## src/pkg/dsad_pkg.sv

```systemverilog
// Constants and types of the data-space address decoder
package dsad_pkg;
  // ------------------------------------------------------------
  // Data space geometry
  // ------------------------------------------------------------
  localparam int EA_W = 16;
  localparam int PAGE_W = 8;
  localparam int PADDR_W = 24;
  localparam int PWORD_W = 24;
  localparam int WIN_LOW_W = 15;
  localparam int PAGE_WORDS = 16384;
  localparam logic [15:0] SFR_LO = 16'h0000;
  localparam logic [15:0] SFR_HI = 16'h07FF;
  localparam logic [15:0] XRAM_LO = 16'h0800;
  localparam logic [15:0] XRAM_HI = 16'h08FF;
  localparam logic [15:0] YRAM_LO = 16'h0900;
  localparam logic [15:0] YRAM_HI = 16'h09FF;
  localparam int WIN_BIT = 15;
  localparam int RAM_AW = 8;
  localparam logic [15:0] STEP_BYTE = 16'h0001;
  localparam logic [15:0] STEP_WORD = 16'h0002;
  localparam logic [15:0] ZERO_W = 16'h0000;
  localparam logic [1:0] LANES_ALL = 2'h3;
  localparam logic [1:0] LANE_LO = 2'h1;
  localparam logic [1:0] LANE_HI = 2'h2;
  localparam logic [1:0] LANES_NONE = 2'h0;
  localparam logic [1:0] EXTRA_ONE = 2'h1;
  localparam logic [1:0] EXTRA_TWO = 2'h2;
  localparam logic [1:0] EXTRA_NONE = 2'h0;

  // ------------------------------------------------------------
  // APB register map
  // ------------------------------------------------------------
  localparam logic [7:0] CORE_CTRL_OFS = 8'h00;
  localparam logic [7:0] WIN_PAGE_OFS = 8'h04;
  localparam logic [7:0] STATUS_OFS = 8'h08;
  localparam logic [7:0] XMOD_START_OFS = 8'h0C;
  localparam logic [7:0] XMOD_END_OFS = 8'h10;
  localparam logic [7:0] YMOD_START_OFS = 8'h14;
  localparam logic [7:0] YMOD_END_OFS = 8'h18;
  localparam logic [7:0] BREV_OFS = 8'h1C;
  localparam int CTRL_WIN_EN_BIT = 0;
  localparam int CTRL_XMOD_BIT = 1;
  localparam int CTRL_YMOD_BIT = 2;
  localparam int BREV_EN_BIT = 15;
  localparam int ST_ADDR_ERR_BIT = 0;
  localparam int ST_BUSY_BIT = 1;
  localparam logic [2:0] CTRL_RST = 3'h0;
  localparam logic [7:0] PAGE_RST = 8'h00;

  // ------------------------------------------------------------
  // Types
  // ------------------------------------------------------------
  typedef enum logic [2:0] {
    DSAD_RG_SFR = 3'b000,
    DSAD_RG_XRAM = 3'b001,
    DSAD_RG_YRAM = 3'b010,
    DSAD_RG_PROG = 3'b011,
    DSAD_RG_NONE = 3'b100
  } dsad_region_e;

  typedef enum logic [1:0] {
    DSAD_OP_MAC_PF = 2'b00,
    DSAD_OP_MOV = 2'b01,
    DSAD_OP_MOVD = 2'b10,
    DSAD_OP_OTHER = 2'b11
  } dsad_op_e;
endpackage : dsad_pkg

```

## src/rtl/dsad_agu.sv

```systemverilog
// Pointer post-modify unit: size scaling, modulo wrap, bit-reversed step
`timescale 1ns/1ps
module dsad_agu
  import dsad_pkg::*;
(
  // Pointer and operation
  input wire logic [15:0] ptr_i,
  input wire logic byte_i,
  input wire logic dec_i,
  // Modulo window
  input wire logic mod_en_i,
  input wire logic [15:0] mod_start_i,
  input wire logic [15:0] mod_end_i,
  // Bit-reversed stepping
  input wire logic brev_en_i,
  input wire logic [15:0] brev_mod_i,
  // Result
  output logic [15:0] next_o
);
  import dsad_pkg::*;

  function automatic logic [15:0] rev16(input logic [15:0] v);
    logic [15:0] r;
    r = ZERO_W;
    for (int i = 0; i < EA_W; i++)
    begin
      r[i] = v[EA_W-1-i];
    end
    return r;
  endfunction : rev16

  logic [15:0] step;
  logic [15:0] lin;

  always_comb
  begin
    step = byte_i ? STEP_BYTE : STEP_WORD;
    lin = dec_i ? ptr_i - step : ptr_i + step;
    next_o = lin;
    if (brev_en_i)
    begin
      next_o = rev16(rev16(ptr_i) + rev16(brev_mod_i));
    end
    else if (mod_en_i)
    begin
      if (!dec_i && ptr_i >= mod_end_i - step + STEP_BYTE)
      begin
        next_o = mod_start_i;
      end
      else if (dec_i && ptr_i <= mod_start_i)
      begin
        next_o = mod_end_i - step + STEP_BYTE;
      end
    end
  end
endmodule : dsad_agu

```

## src/rtl/dsad_decoder.sv

```systemverilog
// Data-space address decoder: X/Y split, program window, lanes, traps
`timescale 1ns/1ps
module dsad_decoder
  import dsad_pkg::*;
(
  // Clock, reset, enable
  input wire logic ref_clk_i,
  input wire logic rst_b_i,
  input wire logic ce_i,
  // APB slave
  input wire logic psel_i,
  input wire logic penable_i,
  input wire logic pwrite_i,
  input wire logic [7:0] paddr_i,
  input wire logic [31:0] pwdata_i,
  output logic [31:0] prdata_o,
  output logic pready_o,
  output logic pslverr_o,
  // Core access request
  input wire logic acc_req_i,
  input wire logic acc_wr_i,
  input wire logic acc_byte_i,
  input wire logic [dsad_pkg::EA_W-1:0] acc_ea_i,
  input wire logic [15:0] acc_wdata_i,
  input wire logic acc_wreg_dst_i,
  input wire logic mac_i,
  input wire logic y_req_i,
  input wire logic [dsad_pkg::EA_W-1:0] y_ea_i,
  input wire logic table_op_i,
  input wire dsad_pkg::dsad_op_e op_class_i,
  // Repeat loop status
  input wire logic rep_active_i,
  input wire logic rep_first_i,
  input wire logic rep_last_i,
  input wire logic rep_int_exit_i,
  input wire logic rep_reentry_i,
  // Pointer post-modify
  input wire logic post_dec_i,
  input wire logic brev_i,
  // Core answers
  output logic acc_ready_o,
  output logic rdata_valid_o,
  output logic [15:0] x_rdata_o,
  output logic [15:0] y_rdata_o,
  output logic [1:0] wreg_lanes_o,
  output logic addr_err_o,
  output logic [15:0] x_ptr_next_o,
  output logic [15:0] y_ptr_next_o,
  // SFR port
  output logic [10:0] sfr_addr_o,
  output logic sfr_rd_o,
  output logic [1:0] sfr_we_o,
  output logic [15:0] sfr_wdata_o,
  input wire logic [15:0] sfr_rdata_i,
  // Data RAM X port
  output logic [dsad_pkg::RAM_AW-1:0] xram_addr_o,
  output logic xram_rd_o,
  output logic [1:0] xram_we_o,
  output logic [15:0] xram_wdata_o,
  input wire logic [15:0] xram_rdata_i,
  // Data RAM Y port, read only
  output logic [dsad_pkg::RAM_AW-1:0] yram_addr_o,
  output logic yram_rd_o,
  input wire logic [15:0] yram_rdata_i,
  // Program memory window port
  output logic [dsad_pkg::PADDR_W-1:0] prog_addr_o,
  output logic prog_rd_o,
  input wire logic [dsad_pkg::PWORD_W-1:0] prog_rdata_i
);
  import dsad_pkg::*;

  // ------------------------------------------------------------
  // Decode helpers
  // ------------------------------------------------------------
  // byte EA region map
  function automatic dsad_region_e region(input logic [15:0] ea, input logic win);
    if (ea[WIN_BIT])
    begin
      return win ? DSAD_RG_PROG : DSAD_RG_NONE;
    end
    else if (ea <= SFR_HI)
    begin
      return DSAD_RG_SFR;
    end
    else if (ea >= XRAM_LO && ea <= XRAM_HI)
    begin
      return DSAD_RG_XRAM;
    end
    else if (ea >= YRAM_LO && ea <= YRAM_HI)
    begin
      return DSAD_RG_YRAM;
    end
    return DSAD_RG_NONE;
  endfunction : region

  function automatic logic [RAM_AW-1:0] ram_word(input logic [15:0] ea);
    logic [15:0] off;
    off = ea - XRAM_LO;
    return off[RAM_AW:1];
  endfunction : ram_word

  // ------------------------------------------------------------
  // Registers reached over APB
  // ------------------------------------------------------------
  logic [2:0] core_control_reg_q;
  logic [PAGE_W-1:0] program_window_page_q;
  logic [15:0] xmod_start_q;
  logic [15:0] xmod_end_q;
  logic [15:0] ymod_start_q;
  logic [15:0] ymod_end_q;
  logic [15:0] brev_q;
  logic addr_err_st_q;
  logic [31:0] prdata_q;
  logic [1:0] wait_q;

  logic apb_setup;
  logic apb_wr;
  logic ofs_ok;
  logic [31:0] rd_mux;

  always_comb
  begin
    ofs_ok = 1'b1;
    rd_mux = '0;
    unique case (paddr_i)
      CORE_CTRL_OFS: rd_mux[2:0] = core_control_reg_q;
      WIN_PAGE_OFS: rd_mux[PAGE_W-1:0] = program_window_page_q;
      STATUS_OFS:
      begin
        rd_mux[ST_ADDR_ERR_BIT] = addr_err_st_q;
        rd_mux[ST_BUSY_BIT] = (wait_q != EXTRA_NONE);
      end
      XMOD_START_OFS: rd_mux[15:0] = xmod_start_q;
      XMOD_END_OFS: rd_mux[15:0] = xmod_end_q;
      YMOD_START_OFS: rd_mux[15:0] = ymod_start_q;
      YMOD_END_OFS: rd_mux[15:0] = ymod_end_q;
      BREV_OFS: rd_mux[15:0] = brev_q;
      default: ofs_ok = 1'b0;
    endcase
  end

  assign apb_setup = ce_i && psel_i && !penable_i;
  assign apb_wr = ce_i && psel_i && penable_i && pwrite_i && ofs_ok;
  // Zero-wait slave: read data is latched in the setup cycle
  assign pready_o = ce_i && psel_i && penable_i;
  assign pslverr_o = pready_o && !ofs_ok;
  assign prdata_o = prdata_q;

  always_ff @(posedge ref_clk_i or negedge rst_b_i)
  begin
    if (!rst_b_i)
    begin
      prdata_q <= '0;
    end
    else if (apb_setup)
    begin
      prdata_q <= rd_mux;
    end
  end

  always_ff @(posedge ref_clk_i or negedge rst_b_i)
  begin
    if (!rst_b_i)
    begin
      core_control_reg_q <= CTRL_RST;
      program_window_page_q <= PAGE_RST;
      xmod_start_q <= ZERO_W;
      xmod_end_q <= ZERO_W;
      ymod_start_q <= ZERO_W;
      ymod_end_q <= ZERO_W;
      brev_q <= ZERO_W;
    end
    else if (apb_wr)
    begin
      // no register moves the X/Y boundary
      unique case (paddr_i)
        CORE_CTRL_OFS: core_control_reg_q <= pwdata_i[2:0];
        WIN_PAGE_OFS: program_window_page_q <= pwdata_i[PAGE_W-1:0];
        XMOD_START_OFS: xmod_start_q <= pwdata_i[15:0];
        XMOD_END_OFS: xmod_end_q <= pwdata_i[15:0];
        YMOD_START_OFS: ymod_start_q <= pwdata_i[15:0];
        YMOD_END_OFS: ymod_end_q <= pwdata_i[15:0];
        BREV_OFS: brev_q <= pwdata_i[15:0];
        default: ;
      endcase
    end
  end

  // ------------------------------------------------------------
  // Request decode
  // ------------------------------------------------------------
  logic accept;
  logic win_en;
  logic misalign;
  logic x_wrong;
  logic y_wrong;
  logic [1:0] lanes;
  logic [1:0] extra;
  dsad_region_e x_rg;
  dsad_region_e y_rg;

  assign acc_ready_o = (wait_q == EXTRA_NONE);
  assign accept = ce_i && acc_req_i && acc_ready_o;
  // window on MSB plus enable; suspended for table ops
  assign win_en = core_control_reg_q[CTRL_WIN_EN_BIT] && !table_op_i;
  // non-MAC X path covers the whole linear space
  assign x_rg = region(acc_ea_i, win_en);
  assign y_rg = region(y_ea_i, 1'b0);
  assign misalign = !acc_byte_i && acc_ea_i[0];
  // X pointers must stay out of Y, Y pointers inside Y
  assign x_wrong = mac_i && !acc_wr_i && (x_rg == DSAD_RG_YRAM);
  assign y_wrong = (y_rg != DSAD_RG_YRAM);

  always_comb
  begin
    // byte write strobes matching lane only
    if (acc_byte_i)
    begin
      lanes = acc_ea_i[0] ? LANE_HI : LANE_LO;
    end
    else
    begin
      lanes = LANES_ALL;
    end
    if (acc_wr_i && misalign)
    begin
      lanes = LANES_NONE;
    end
  end

  always_comb
  begin
    extra = EXTRA_NONE;
    if (x_rg == DSAD_RG_PROG)
    begin
      if (rep_active_i)
      begin
        // edge iterations pay two, others run single cycle
        if (rep_first_i || rep_last_i || rep_int_exit_i || rep_reentry_i)
        begin
          extra = EXTRA_TWO;
        end
      end
      // DSAD_OP_OTHER pays two extra cycles, MAC prefetch, MOV and MOV.D one
      else if (op_class_i == DSAD_OP_OTHER)
      begin
        extra = EXTRA_TWO;
      end
      else
      begin
        extra = EXTRA_ONE;
      end
    end
  end

  // ------------------------------------------------------------
  // Memory-side request registers
  // ------------------------------------------------------------
  always_ff @(posedge ref_clk_i or negedge rst_b_i)
  begin
    if (!rst_b_i)
    begin
      sfr_addr_o <= '0;
      sfr_rd_o <= 1'b0;
      sfr_we_o <= LANES_NONE;
      sfr_wdata_o <= ZERO_W;
      xram_addr_o <= '0;
      xram_rd_o <= 1'b0;
      xram_we_o <= LANES_NONE;
      xram_wdata_o <= ZERO_W;
      prog_addr_o <= '0;
      prog_rd_o <= 1'b0;
    end
    else if (ce_i)
    begin
      sfr_rd_o <= accept && !acc_wr_i && x_rg == DSAD_RG_SFR;
      // SFR and data RAM writes on the X bus, lane gated; window writes get no strobe
      sfr_we_o <= (accept && acc_wr_i && x_rg == DSAD_RG_SFR) ? lanes : LANES_NONE;
      xram_rd_o <= accept && !acc_wr_i && !x_wrong
        && (x_rg == DSAD_RG_XRAM || x_rg == DSAD_RG_YRAM);
      xram_we_o <= (accept && acc_wr_i && (x_rg == DSAD_RG_XRAM || x_rg == DSAD_RG_YRAM))
        ? lanes : LANES_NONE;
      // Program memory is read only through the window
      prog_rd_o <= accept && !acc_wr_i && x_rg == DSAD_RG_PROG;
      if (accept)
      begin
        sfr_addr_o <= acc_ea_i[10:0];
        xram_addr_o <= ram_word(acc_ea_i);
        sfr_wdata_o <= acc_wdata_i;
        xram_wdata_o <= acc_wdata_i;
        // page above low 15 EA bits, top bit clear
        prog_addr_o <= {1'b0, program_window_page_q, acc_ea_i[WIN_LOW_W-1:0]};
      end
    end
  end

  // Y path read concurrently, never written
  always_ff @(posedge ref_clk_i or negedge rst_b_i)
  begin
    if (!rst_b_i)
    begin
      yram_addr_o <= '0;
      yram_rd_o <= 1'b0;
    end
    else if (ce_i)
    begin
      yram_rd_o <= accept && mac_i && y_req_i && !y_wrong;
      if (accept)
      begin
        yram_addr_o <= ram_word(y_ea_i);
      end
    end
  end

  // ------------------------------------------------------------
  // Read return stage
  // ------------------------------------------------------------
  logic s1_q;
  logic s1_byte_q;
  logic s1_hi_q;
  logic s1_wreg_q;
  logic s1_y_q;
  dsad_region_e s1_rg_q;
  logic [15:0] word;

  always_ff @(posedge ref_clk_i or negedge rst_b_i)
  begin
    if (!rst_b_i)
    begin
      s1_q <= 1'b0;
      s1_byte_q <= 1'b0;
      s1_hi_q <= 1'b0;
      s1_wreg_q <= 1'b0;
      s1_y_q <= 1'b0;
      s1_rg_q <= DSAD_RG_NONE;
    end
    else if (ce_i)
    begin
      s1_q <= accept && !acc_wr_i;
      if (accept)
      begin
        s1_byte_q <= acc_byte_i;
        s1_hi_q <= acc_ea_i[0];
        s1_wreg_q <= acc_wreg_dst_i;
        s1_y_q <= mac_i && y_req_i && !y_wrong;
        // wrong-space MAC reads fall to zero
        s1_rg_q <= x_wrong ? DSAD_RG_NONE : x_rg;
      end
    end
  end

  always_comb
  begin
    unique case (s1_rg_q)
      DSAD_RG_SFR: word = sfr_rdata_i;
      DSAD_RG_XRAM, DSAD_RG_YRAM: word = xram_rdata_i;
      DSAD_RG_PROG: word = prog_rdata_i[15:0];
      default: word = ZERO_W;
    endcase
  end

  always_ff @(posedge ref_clk_i or negedge rst_b_i)
  begin
    if (!rst_b_i)
    begin
      rdata_valid_o <= 1'b0;
      x_rdata_o <= ZERO_W;
      y_rdata_o <= ZERO_W;
      wreg_lanes_o <= LANES_NONE;
    end
    else if (ce_i)
    begin
      rdata_valid_o <= s1_q;
      if (s1_q)
      begin
        // byte picked by EA bit 0 onto low lane
        x_rdata_o <= s1_byte_q ? {8'h00, s1_hi_q ? word[15:8] : word[7:0]} : word;
        // Y path words only, zero when out of Y
        y_rdata_o <= s1_y_q ? yram_rdata_i : ZERO_W;
        // byte load updates low register byte only
        wreg_lanes_o <= !s1_wreg_q ? LANES_NONE : (s1_byte_q ? LANE_LO : LANES_ALL);
      end
      else
      begin
        wreg_lanes_o <= LANES_NONE;
      end
    end
  end

  // ------------------------------------------------------------
  // Stall counter and address error
  // ------------------------------------------------------------
  always_ff @(posedge ref_clk_i or negedge rst_b_i)
  begin
    if (!rst_b_i)
    begin
      wait_q <= EXTRA_NONE;
    end
    else if (ce_i)
    begin
      if (accept)
      begin
        wait_q <= extra;
      end
      else if (wait_q != EXTRA_NONE)
      begin
        wait_q <= wait_q - EXTRA_ONE;
      end
    end
  end

  always_ff @(posedge ref_clk_i or negedge rst_b_i)
  begin
    if (!rst_b_i)
    begin
      addr_err_o <= 1'b0;
      addr_err_st_q <= 1'b0;
    end
    else if (ce_i)
    begin
      // trap pulse one cycle after the access is accepted
      addr_err_o <= accept && misalign;
      // Set wins over a same-cycle write-one clear
      if (accept && misalign)
      begin
        addr_err_st_q <= 1'b1;
      end
      else if (apb_wr && paddr_i == STATUS_OFS && pwdata_i[ST_ADDR_ERR_BIT])
      begin
        addr_err_st_q <= 1'b0;
      end
    end
  end

  // ------------------------------------------------------------
  // Pointer post-modify
  // ------------------------------------------------------------
  logic [15:0] x_next;
  logic [15:0] y_next;

  // X unit, bit-reverse gated to writes
  dsad_agu u_x_agu (
    .ptr_i(acc_ea_i),
    .byte_i(acc_byte_i),
    .dec_i(post_dec_i),
    .mod_en_i(core_control_reg_q[CTRL_XMOD_BIT]),
    .mod_start_i(xmod_start_q),
    .mod_end_i(xmod_end_q),
    .brev_en_i(brev_i && acc_wr_i && brev_q[BREV_EN_BIT]),
    .brev_mod_i({1'b0, brev_q[14:0]}),
    .next_o(x_next)
  );

  dsad_agu u_y_agu (
    .ptr_i(y_ea_i),
    .byte_i(1'b0),
    .dec_i(post_dec_i),
    .mod_en_i(core_control_reg_q[CTRL_YMOD_BIT]),
    .mod_start_i(ymod_start_q),
    .mod_end_i(ymod_end_q),
    .brev_en_i(1'b0),
    .brev_mod_i(ZERO_W),
    .next_o(y_next)
  );

  always_ff @(posedge ref_clk_i or negedge rst_b_i)
  begin
    if (!rst_b_i)
    begin
      x_ptr_next_o <= ZERO_W;
      y_ptr_next_o <= ZERO_W;
    end
    else if (accept)
    begin
      x_ptr_next_o <= x_next;
      y_ptr_next_o <= y_next;
    end
  end
endmodule : dsad_decoder

```

## config.mk

```make
export PLATFORM = sky130hd
export DESIGN_NAME = dsad_decoder
export DESIGN_NICKNAME = d
export VERILOG_FILES = /design/src/pkg/dsad_pkg.sv /design/src/rtl/dsad_agu.sv /design/src/rtl/dsad_decoder.sv
export SDC_FILE = /design/constraint.sdc
export NUM_CORES = 1
export LEC_CHECK = 0
export BUFFER_PORTS_ARGS = -buffer_cell sky130_fd_sc_hd__clkbuf_2
export CAP_MARGIN = 20
export CORE_MARGIN = 2
export CORE_UTILIZATION = 50
export CTS_CLUSTER_DIAMETER = 150
export CTS_CLUSTER_SIZE = 28
export DETAILED_ROUTE_END_ITERATION = 7
export PLACE_DENSITY = 0.78
export SLEW_MARGIN = 0
export SYNTH_ARGS = -nofsm -noshare
export SYNTH_HDL_FRONTEND = slang
export SYNTH_SLANG_ARGS = --single-unit
```

## constraint.sdc

```tcl
create_clock -name ref_clk_i -period 4.3 [get_ports ref_clk_i]
set_clock_uncertainty 0.1 [all_clocks]
set_input_delay 0.86 -clock ref_clk_i [delete_from_list [all_inputs] [get_ports ref_clk_i]]
set_output_delay 0.86 -clock ref_clk_i [all_outputs]
set_load 0.01 [all_outputs]
```

# == Yosys cells after proc, flatten, opt, wreduce, memory -nomap -nowiden ==
# Index checks and enable logic that the tools add are counted.
# word_totals
regBits,260
output_inout_bits,194
input_bits,182
latch_bits,0
ram_bits,0
mem_bits_ro,0
mem_count,0
# classes
shift,0
n_reduce_logical,71
n_eq_ne,15
mux,55
addsub,12
div,0
multipliers,0
order_cmp,14
n_bitwise,0
# ops
op,n
16-bit two-way mux,11
"16-bit by 12-bit greater-or-equal comparator with 1-bit output, second input constant",4
"16-bit by 12-bit <= comparator with 1-bit output, second input constant",4
16-bit case mux with 3 select lines,1
8-bit case mux with 5 select lines,1
1-bit logical AND,39
3-bit two-way mux,12
"16-bit by 1-bit adder with 16-bit output, second input constant",2
"8-bit by 5-bit equality test with 1-bit output, second input constant",4
16-bit greater-or-equal comparator,2
"16-bit by 11-bit <= comparator with 1-bit output, second input constant",2
16-bit <= comparator,2
"16-bit by 2-bit subtractor with 16-bit output, second input constant",2
2-bit two-way mux,15
5-bit case mux with 6 select lines,1
2-bit AND reduction,11
"9-bit by 1-bit subtractor with 9-bit output, second input constant",2
16-bit adder,1
16-bit by 2-bit adder with 16-bit output,1
"16-bit by 2-bit adder with 16-bit output, second input constant",1
"8-bit by 4-bit equality test with 1-bit output, second input constant",2
2-bit case mux with 8 select lines,1
16-bit subtractor,1
16-bit by 2-bit subtractor with 16-bit output,1
other kinds (17),44

# == Depth between registers and ports, before layout ==
# depth
word_depth,12
mapped_depth,22

# == Hierarchy ==
# A second synthesis with hierarchy kept.
# unflattened
cells_unflattened,1924
hier_area_um2,17620.6
# by_module_without_submodules
mod,cells_per_inst,instances,area_per_inst_um2
dsad_decoder,1040,1,11043.1
dsad_agu (u_x_agu),449,1,3320.7
dsad_agu (u_y_agu),435,1,3256.9

# == Worst setup path before layout ==
# Ideal clock, no wire load.
# synth_path
kind,input to register
from,input acc_byte_i
to,register x_ptr_next_o[10]
required_time_ps,4061
setup_ps,139
path_stages,21
slack_ps,-400
t_arrival_ps,4461
cell_sequence,inv_1 > ha_1 > inv_1 > ha_1 > inv_1 > fa_1 > nor2b_1 > o31a_1 > o31ai_1 > a21oi_1 > a21oi_1 > xor2_1 > ha_1 > a21o_1 > a211o_1 > a22oi_1 > o21ai_1 > clkbuf_1 > and2_1 > o31ai_1 > a21oi_1
# synth_between
elab_chain_cells,8
elab_cells_between_ends,12
# synth_rtl
element,line_no,source
start: declaration,dsad_decoder.sv:22,"input wire logic acc_byte_i,"
2-bit two-way mux *,dsad_agu.sv:37,step = byte_i ? STEP_BYTE : STEP_WORD;
16-bit subtractor,"dsad_agu.sv:46, dsad_agu.sv:52",
16-bit by 1-bit adder with 16-bit output,"dsad_agu.sv:46, dsad_agu.sv:52",
16-bit greater-or-equal comparator,dsad_agu.sv:46,if (!dec_i && ptr_i >= mod_end_i - step + STEP_BYTE)
1-bit logical AND,dsad_agu.sv:46,
16-bit two-way mux,dsad_agu.sv:46,
16-bit two-way mux *,dsad_agu.sv:44,else if (mod_en_i)
16-bit two-way mux *,dsad_agu.sv:40,if (brev_en_i)
end signal: assignment,dsad_decoder.sv:475,x_ptr_next_o <= x_next;
end: declaration,dsad_decoder.sv:47,"output logic [15:0] x_ptr_next_o,"
# Every way passes the cells marked *; elsewhere a longest branch is shown, timed or not.
# A chain may end at the register's enable or synchronous reset.

# == Worst setup path in the final report ==
# layout_path
from,input acc_byte_i
to,register x_ptr_next_o[3]
# Same word-level chain as after synthesis.

==> reports/qor.yml <==
status:
  status: "finished, violations left"
  violations: "setup timing"
pwr:
  intPower_mw: 4.31
  power_density_nw_per_um2: 370
  ir_worst_vdd_v: 0.000248
  seqPwrFrac_pct: 44.2
  p_total_mw: 6.90
  pwr-share-clk_pct: 19.3
  swShare_pct: 37.6
  comb_power_share_pct: 36.5
  p_sw_mw: 2.60
  leakage_nw: 9.36
synthesis:
  synth_seq_cells: 240
  ys.warnings.count: 0
  synth_edf_count: 0
  synth_xor_area_share_pct: 3.44
  yosysSeqAreaShare_pct: 38.1
  netlist_area_um2: 15800
  synth_top_cell_area_share_pct: 37.9
  yosys-mux-area-fraction_pct: 8.01
  synthFlopType: "dfrtp_1"
  synthAdderAreaFrac_pct: 10.5
  synthDistinctLibCells: 92
  syn_area_per_cell_um2: 9.38
  yosysTopAreaCell: "dfrtp_1"
  syn_inst: 1682
  yosys.area_share.simple_pct: 14.9
  synth_compound_area_share_pct: 18.7
  synthTopCellsByArea: "dfrtp_1, ha_1, mux2_2"
  synthArstFlopShare_pct: 100
  synth_top_family_by_area: "compound AO/OA/AOI/OAI gates"
routing:
  wirelength_mm: 50.0
  vias_per_cell: 5.95
  drtIter0Drc: 1059
  postRouteAntennaNets: 0
  first_pass_iters: 7
  dr_total_vias: 14300
  routedWlPerCell_um: 20.8
  drc_errors: 0
clocking:
  cts_buffer_depth: 3
  cts-root-buf: "clkbuf_16"
  clk-insertion-delay-late_ns: 0.50
  cts_max_level: 1
  path_clk_slew_ns: 0.11
  hold_buffers: 0
  cts_buffers: 12
  cts.sinks: 240
  cts_tree: "built"
sta:
  hold_violations: 0
  max_freq_mhz: 229
  setup_tns_ns: -0.249
  rsz0062_at_grt: "true"
  slew-limit-headroom_pct: 34.3
  fin_crit_sh_pct: 102
  fin_crit_ns: 4.37
  final_max_slew_viol_count: 0
  fin_hold_ws_ns: 0.198
  finalSetupViolCount: 8
  max_slew.worst_pin.slew_ns: 0.983
  final.setup.worst_slack_ns: -0.0696
floorplan:
  rows: 65
  start_util_pct: 50.4
  num_io_pins: 376
  core_um2: 31300
  die_area_um2: 33000
  die_height_um: 182
  fp.dieW_um: 182
setup_path:
  worstReg2RegStart: "xmod_end_q[1]"
  required_ns: 4.61
  worst_setup_path_end_kind: "flip-flop"
  path_max_fanout: 5
  crit_path_start_kind: "input port"
  reg2reg_setup_slack_ns: 0.01
  crit_arrival_ns: 4.68
  startpoint: "acc_byte_i"
  critPathKind: "in -> reg"
cells_and_area:
  drive_above_1_share_pct: 30.1
  layout_commonest_cell: "clkbuf_2"
  nets: 2317
  syn_to_final_growth_pct: 18.3
  n_fill_cell: 2746
  layout_common_cells: "clkbuf_2, nand2_1, dfrtp_1"
placed_design:
  gp_congestion: 0.936
  dp_hpwl_mm: 38.6
  port_buffers: 334
grt:
  grt_pass1_vias: 13900
  grt_overflow_total: 0
  grt_pass1_wl_mm: 77.9
  grt_antenna_before_repair: 4
  grt_max_degree: 88
  grt_util_all_layers_pct: 29.6
run:
  drv_cap: 0
worst_hold_path:
  min_path_type: "in -> async"
-- path summary, 6_finish.rpt --
check,endpoint,cells past startpoint
hold / removal,y_rdata_o[4],1
setup reg to reg,x_ptr_next_o[3],22
max in group asynchronous,xmod_start_q[15],2
setup / recovery,x_ptr_next_o[3],23
hold reg to reg,yram_addr_o[5],2
min in group ref_clk_i,yram_addr_o[5],2
-- worst max-delay path, stage by stage --
cell and delay, ns:
clkbuf_16 0.12, inv_12 0.03, ha_4 0.25, inv_2 0.04
ha_4 0.15, inv_2 0.05, fa_2 0.19, nor2b_2 0.05
o31a_1 0.29, o31ai_4 0.25, a21oi_2 0.13, a21oi_2 0.17
xor2_1 0.20, ha_1 0.28, a21o_1 0.19, a211o_1 0.30
a22oi_2 0.22, o21ai_4 0.15, buf_6 0.14, mux2_2 0.26
mux2i_1 0.13, nand2_1 0.07, a31oi_1 0.18
-- routing by layer --
metal | up-vias | GRT usage [%] | part of all wire, %
li1 | 6647 | - | -
met1 | 6949 | 38.7 | 41
met2 | 619 | 51.3 | 49
met3 | 113 | 3.15 | 6.3
met4 | 4 | 10.2 | 3.5
met5 | - | 0 | 0.058
-- what timing repair did --
item | 4_1_cts | 5_1_grt
gates resized for setup | 33 | 21
endpoints found under the setup margin | 16 | 16
pin swaps | 31 | 11
setup buffers | 5 | 3
gates cloned | 0 | 0
-- power by group through the flow --
stage	combinational, mW	clock (mW)	sequential (mW)
finish	2.52	1.34	3.05
global route	2.77	1.43	3.10
CTS	2.50	1.36	3.05
detailed placement	2.47	0	3.09
global placement	2.41	0	3.08
floorplan	1.49	0	3.16
-- cell families (layout without fill, tap and decap cells) --
| group | after synthesis | count (layout) |
|---|---|---|
| compound gates | 431 | 431 |
| fa+ha+maj | 130 | 130 |
| mux | 114 | 114 |
| flops | 240 | 240 |
| xor+xnor | 62 | 62 |
| simple gates | 498 | 498 |
| buf+inv | 206 | 515 |
| other cells | 1 | 18 |
-- area by class of cell --
class | count | area, µm² | area share (%)
diodes | 1 | 2.50 | 0.0134
clock buffers | 15 | 333 | 1.78
clock inverters | 1 | 16.3 | 0.0871
inverters | 90 | 350 | 1.88
multi-input cells | 1252 | 9120 | 48.8
flip-flops and latches | 240 | 6010 | 32.2
well taps | 402 | 503 | 2.69
repair buffers | 409 | 2340 | 12.5
-- per-stage QoR --
step	utilization (%)	cell area, µm²	setup slack [ns]	cells
after detailed placement	57.5	18000	-1.01	2385
after global routing	59.6	18700	-0.342	2410
after global placement	57.5	18000	-0.858	2385
after CTS	59.2	18500	-0.0274	2406
after floorplan	-	15900	-0.156	1698
final	59.6	18700	-0.0696	2410
-- synthesized netlist by cell type (all sizes together) (26+ instances only) --
master,count
mux2,96
clkbuf,48
a22oi,32
dfrtp,239
nand2,267
ha,126
o21ai,99
inv,90
nor3,26
a211oi,27
a21o,26
nor2,72
buf,68
a21oi,96
xnor2,40
-- sequential cells by signal, summed over array words and instances, names as in the netlist, 2 cells and up --
| signal | count |
|---|---|
| prdata_o | 16 |
| wait_q | 2 |
| sfr_we_o | 2 |
| x_rdata_o | 16 |
| core_control_reg_q | 3 |
| x_ptr_next_o | 16 |
| program_window_page_q | 8 |
| ymod_start_q | 16 |
| sfr_addr_o | 10 |
| xmod_end_q | 16 |
| xram_we_o | 2 |
| xram_wdata_o | 16 |
| prog_addr_o | 13 |
| wreg_lanes_o | 2 |
| ymod_end_q | 16 |
| s1_rg_q | 3 |
| brev_q | 16 |
| y_ptr_next_o | 16 |
| xmod_start_q | 16 |
| y_rdata_o | 16 |
| yram_addr_o | 8 |
No activity file was read; power rests on OpenSTA's default activity.
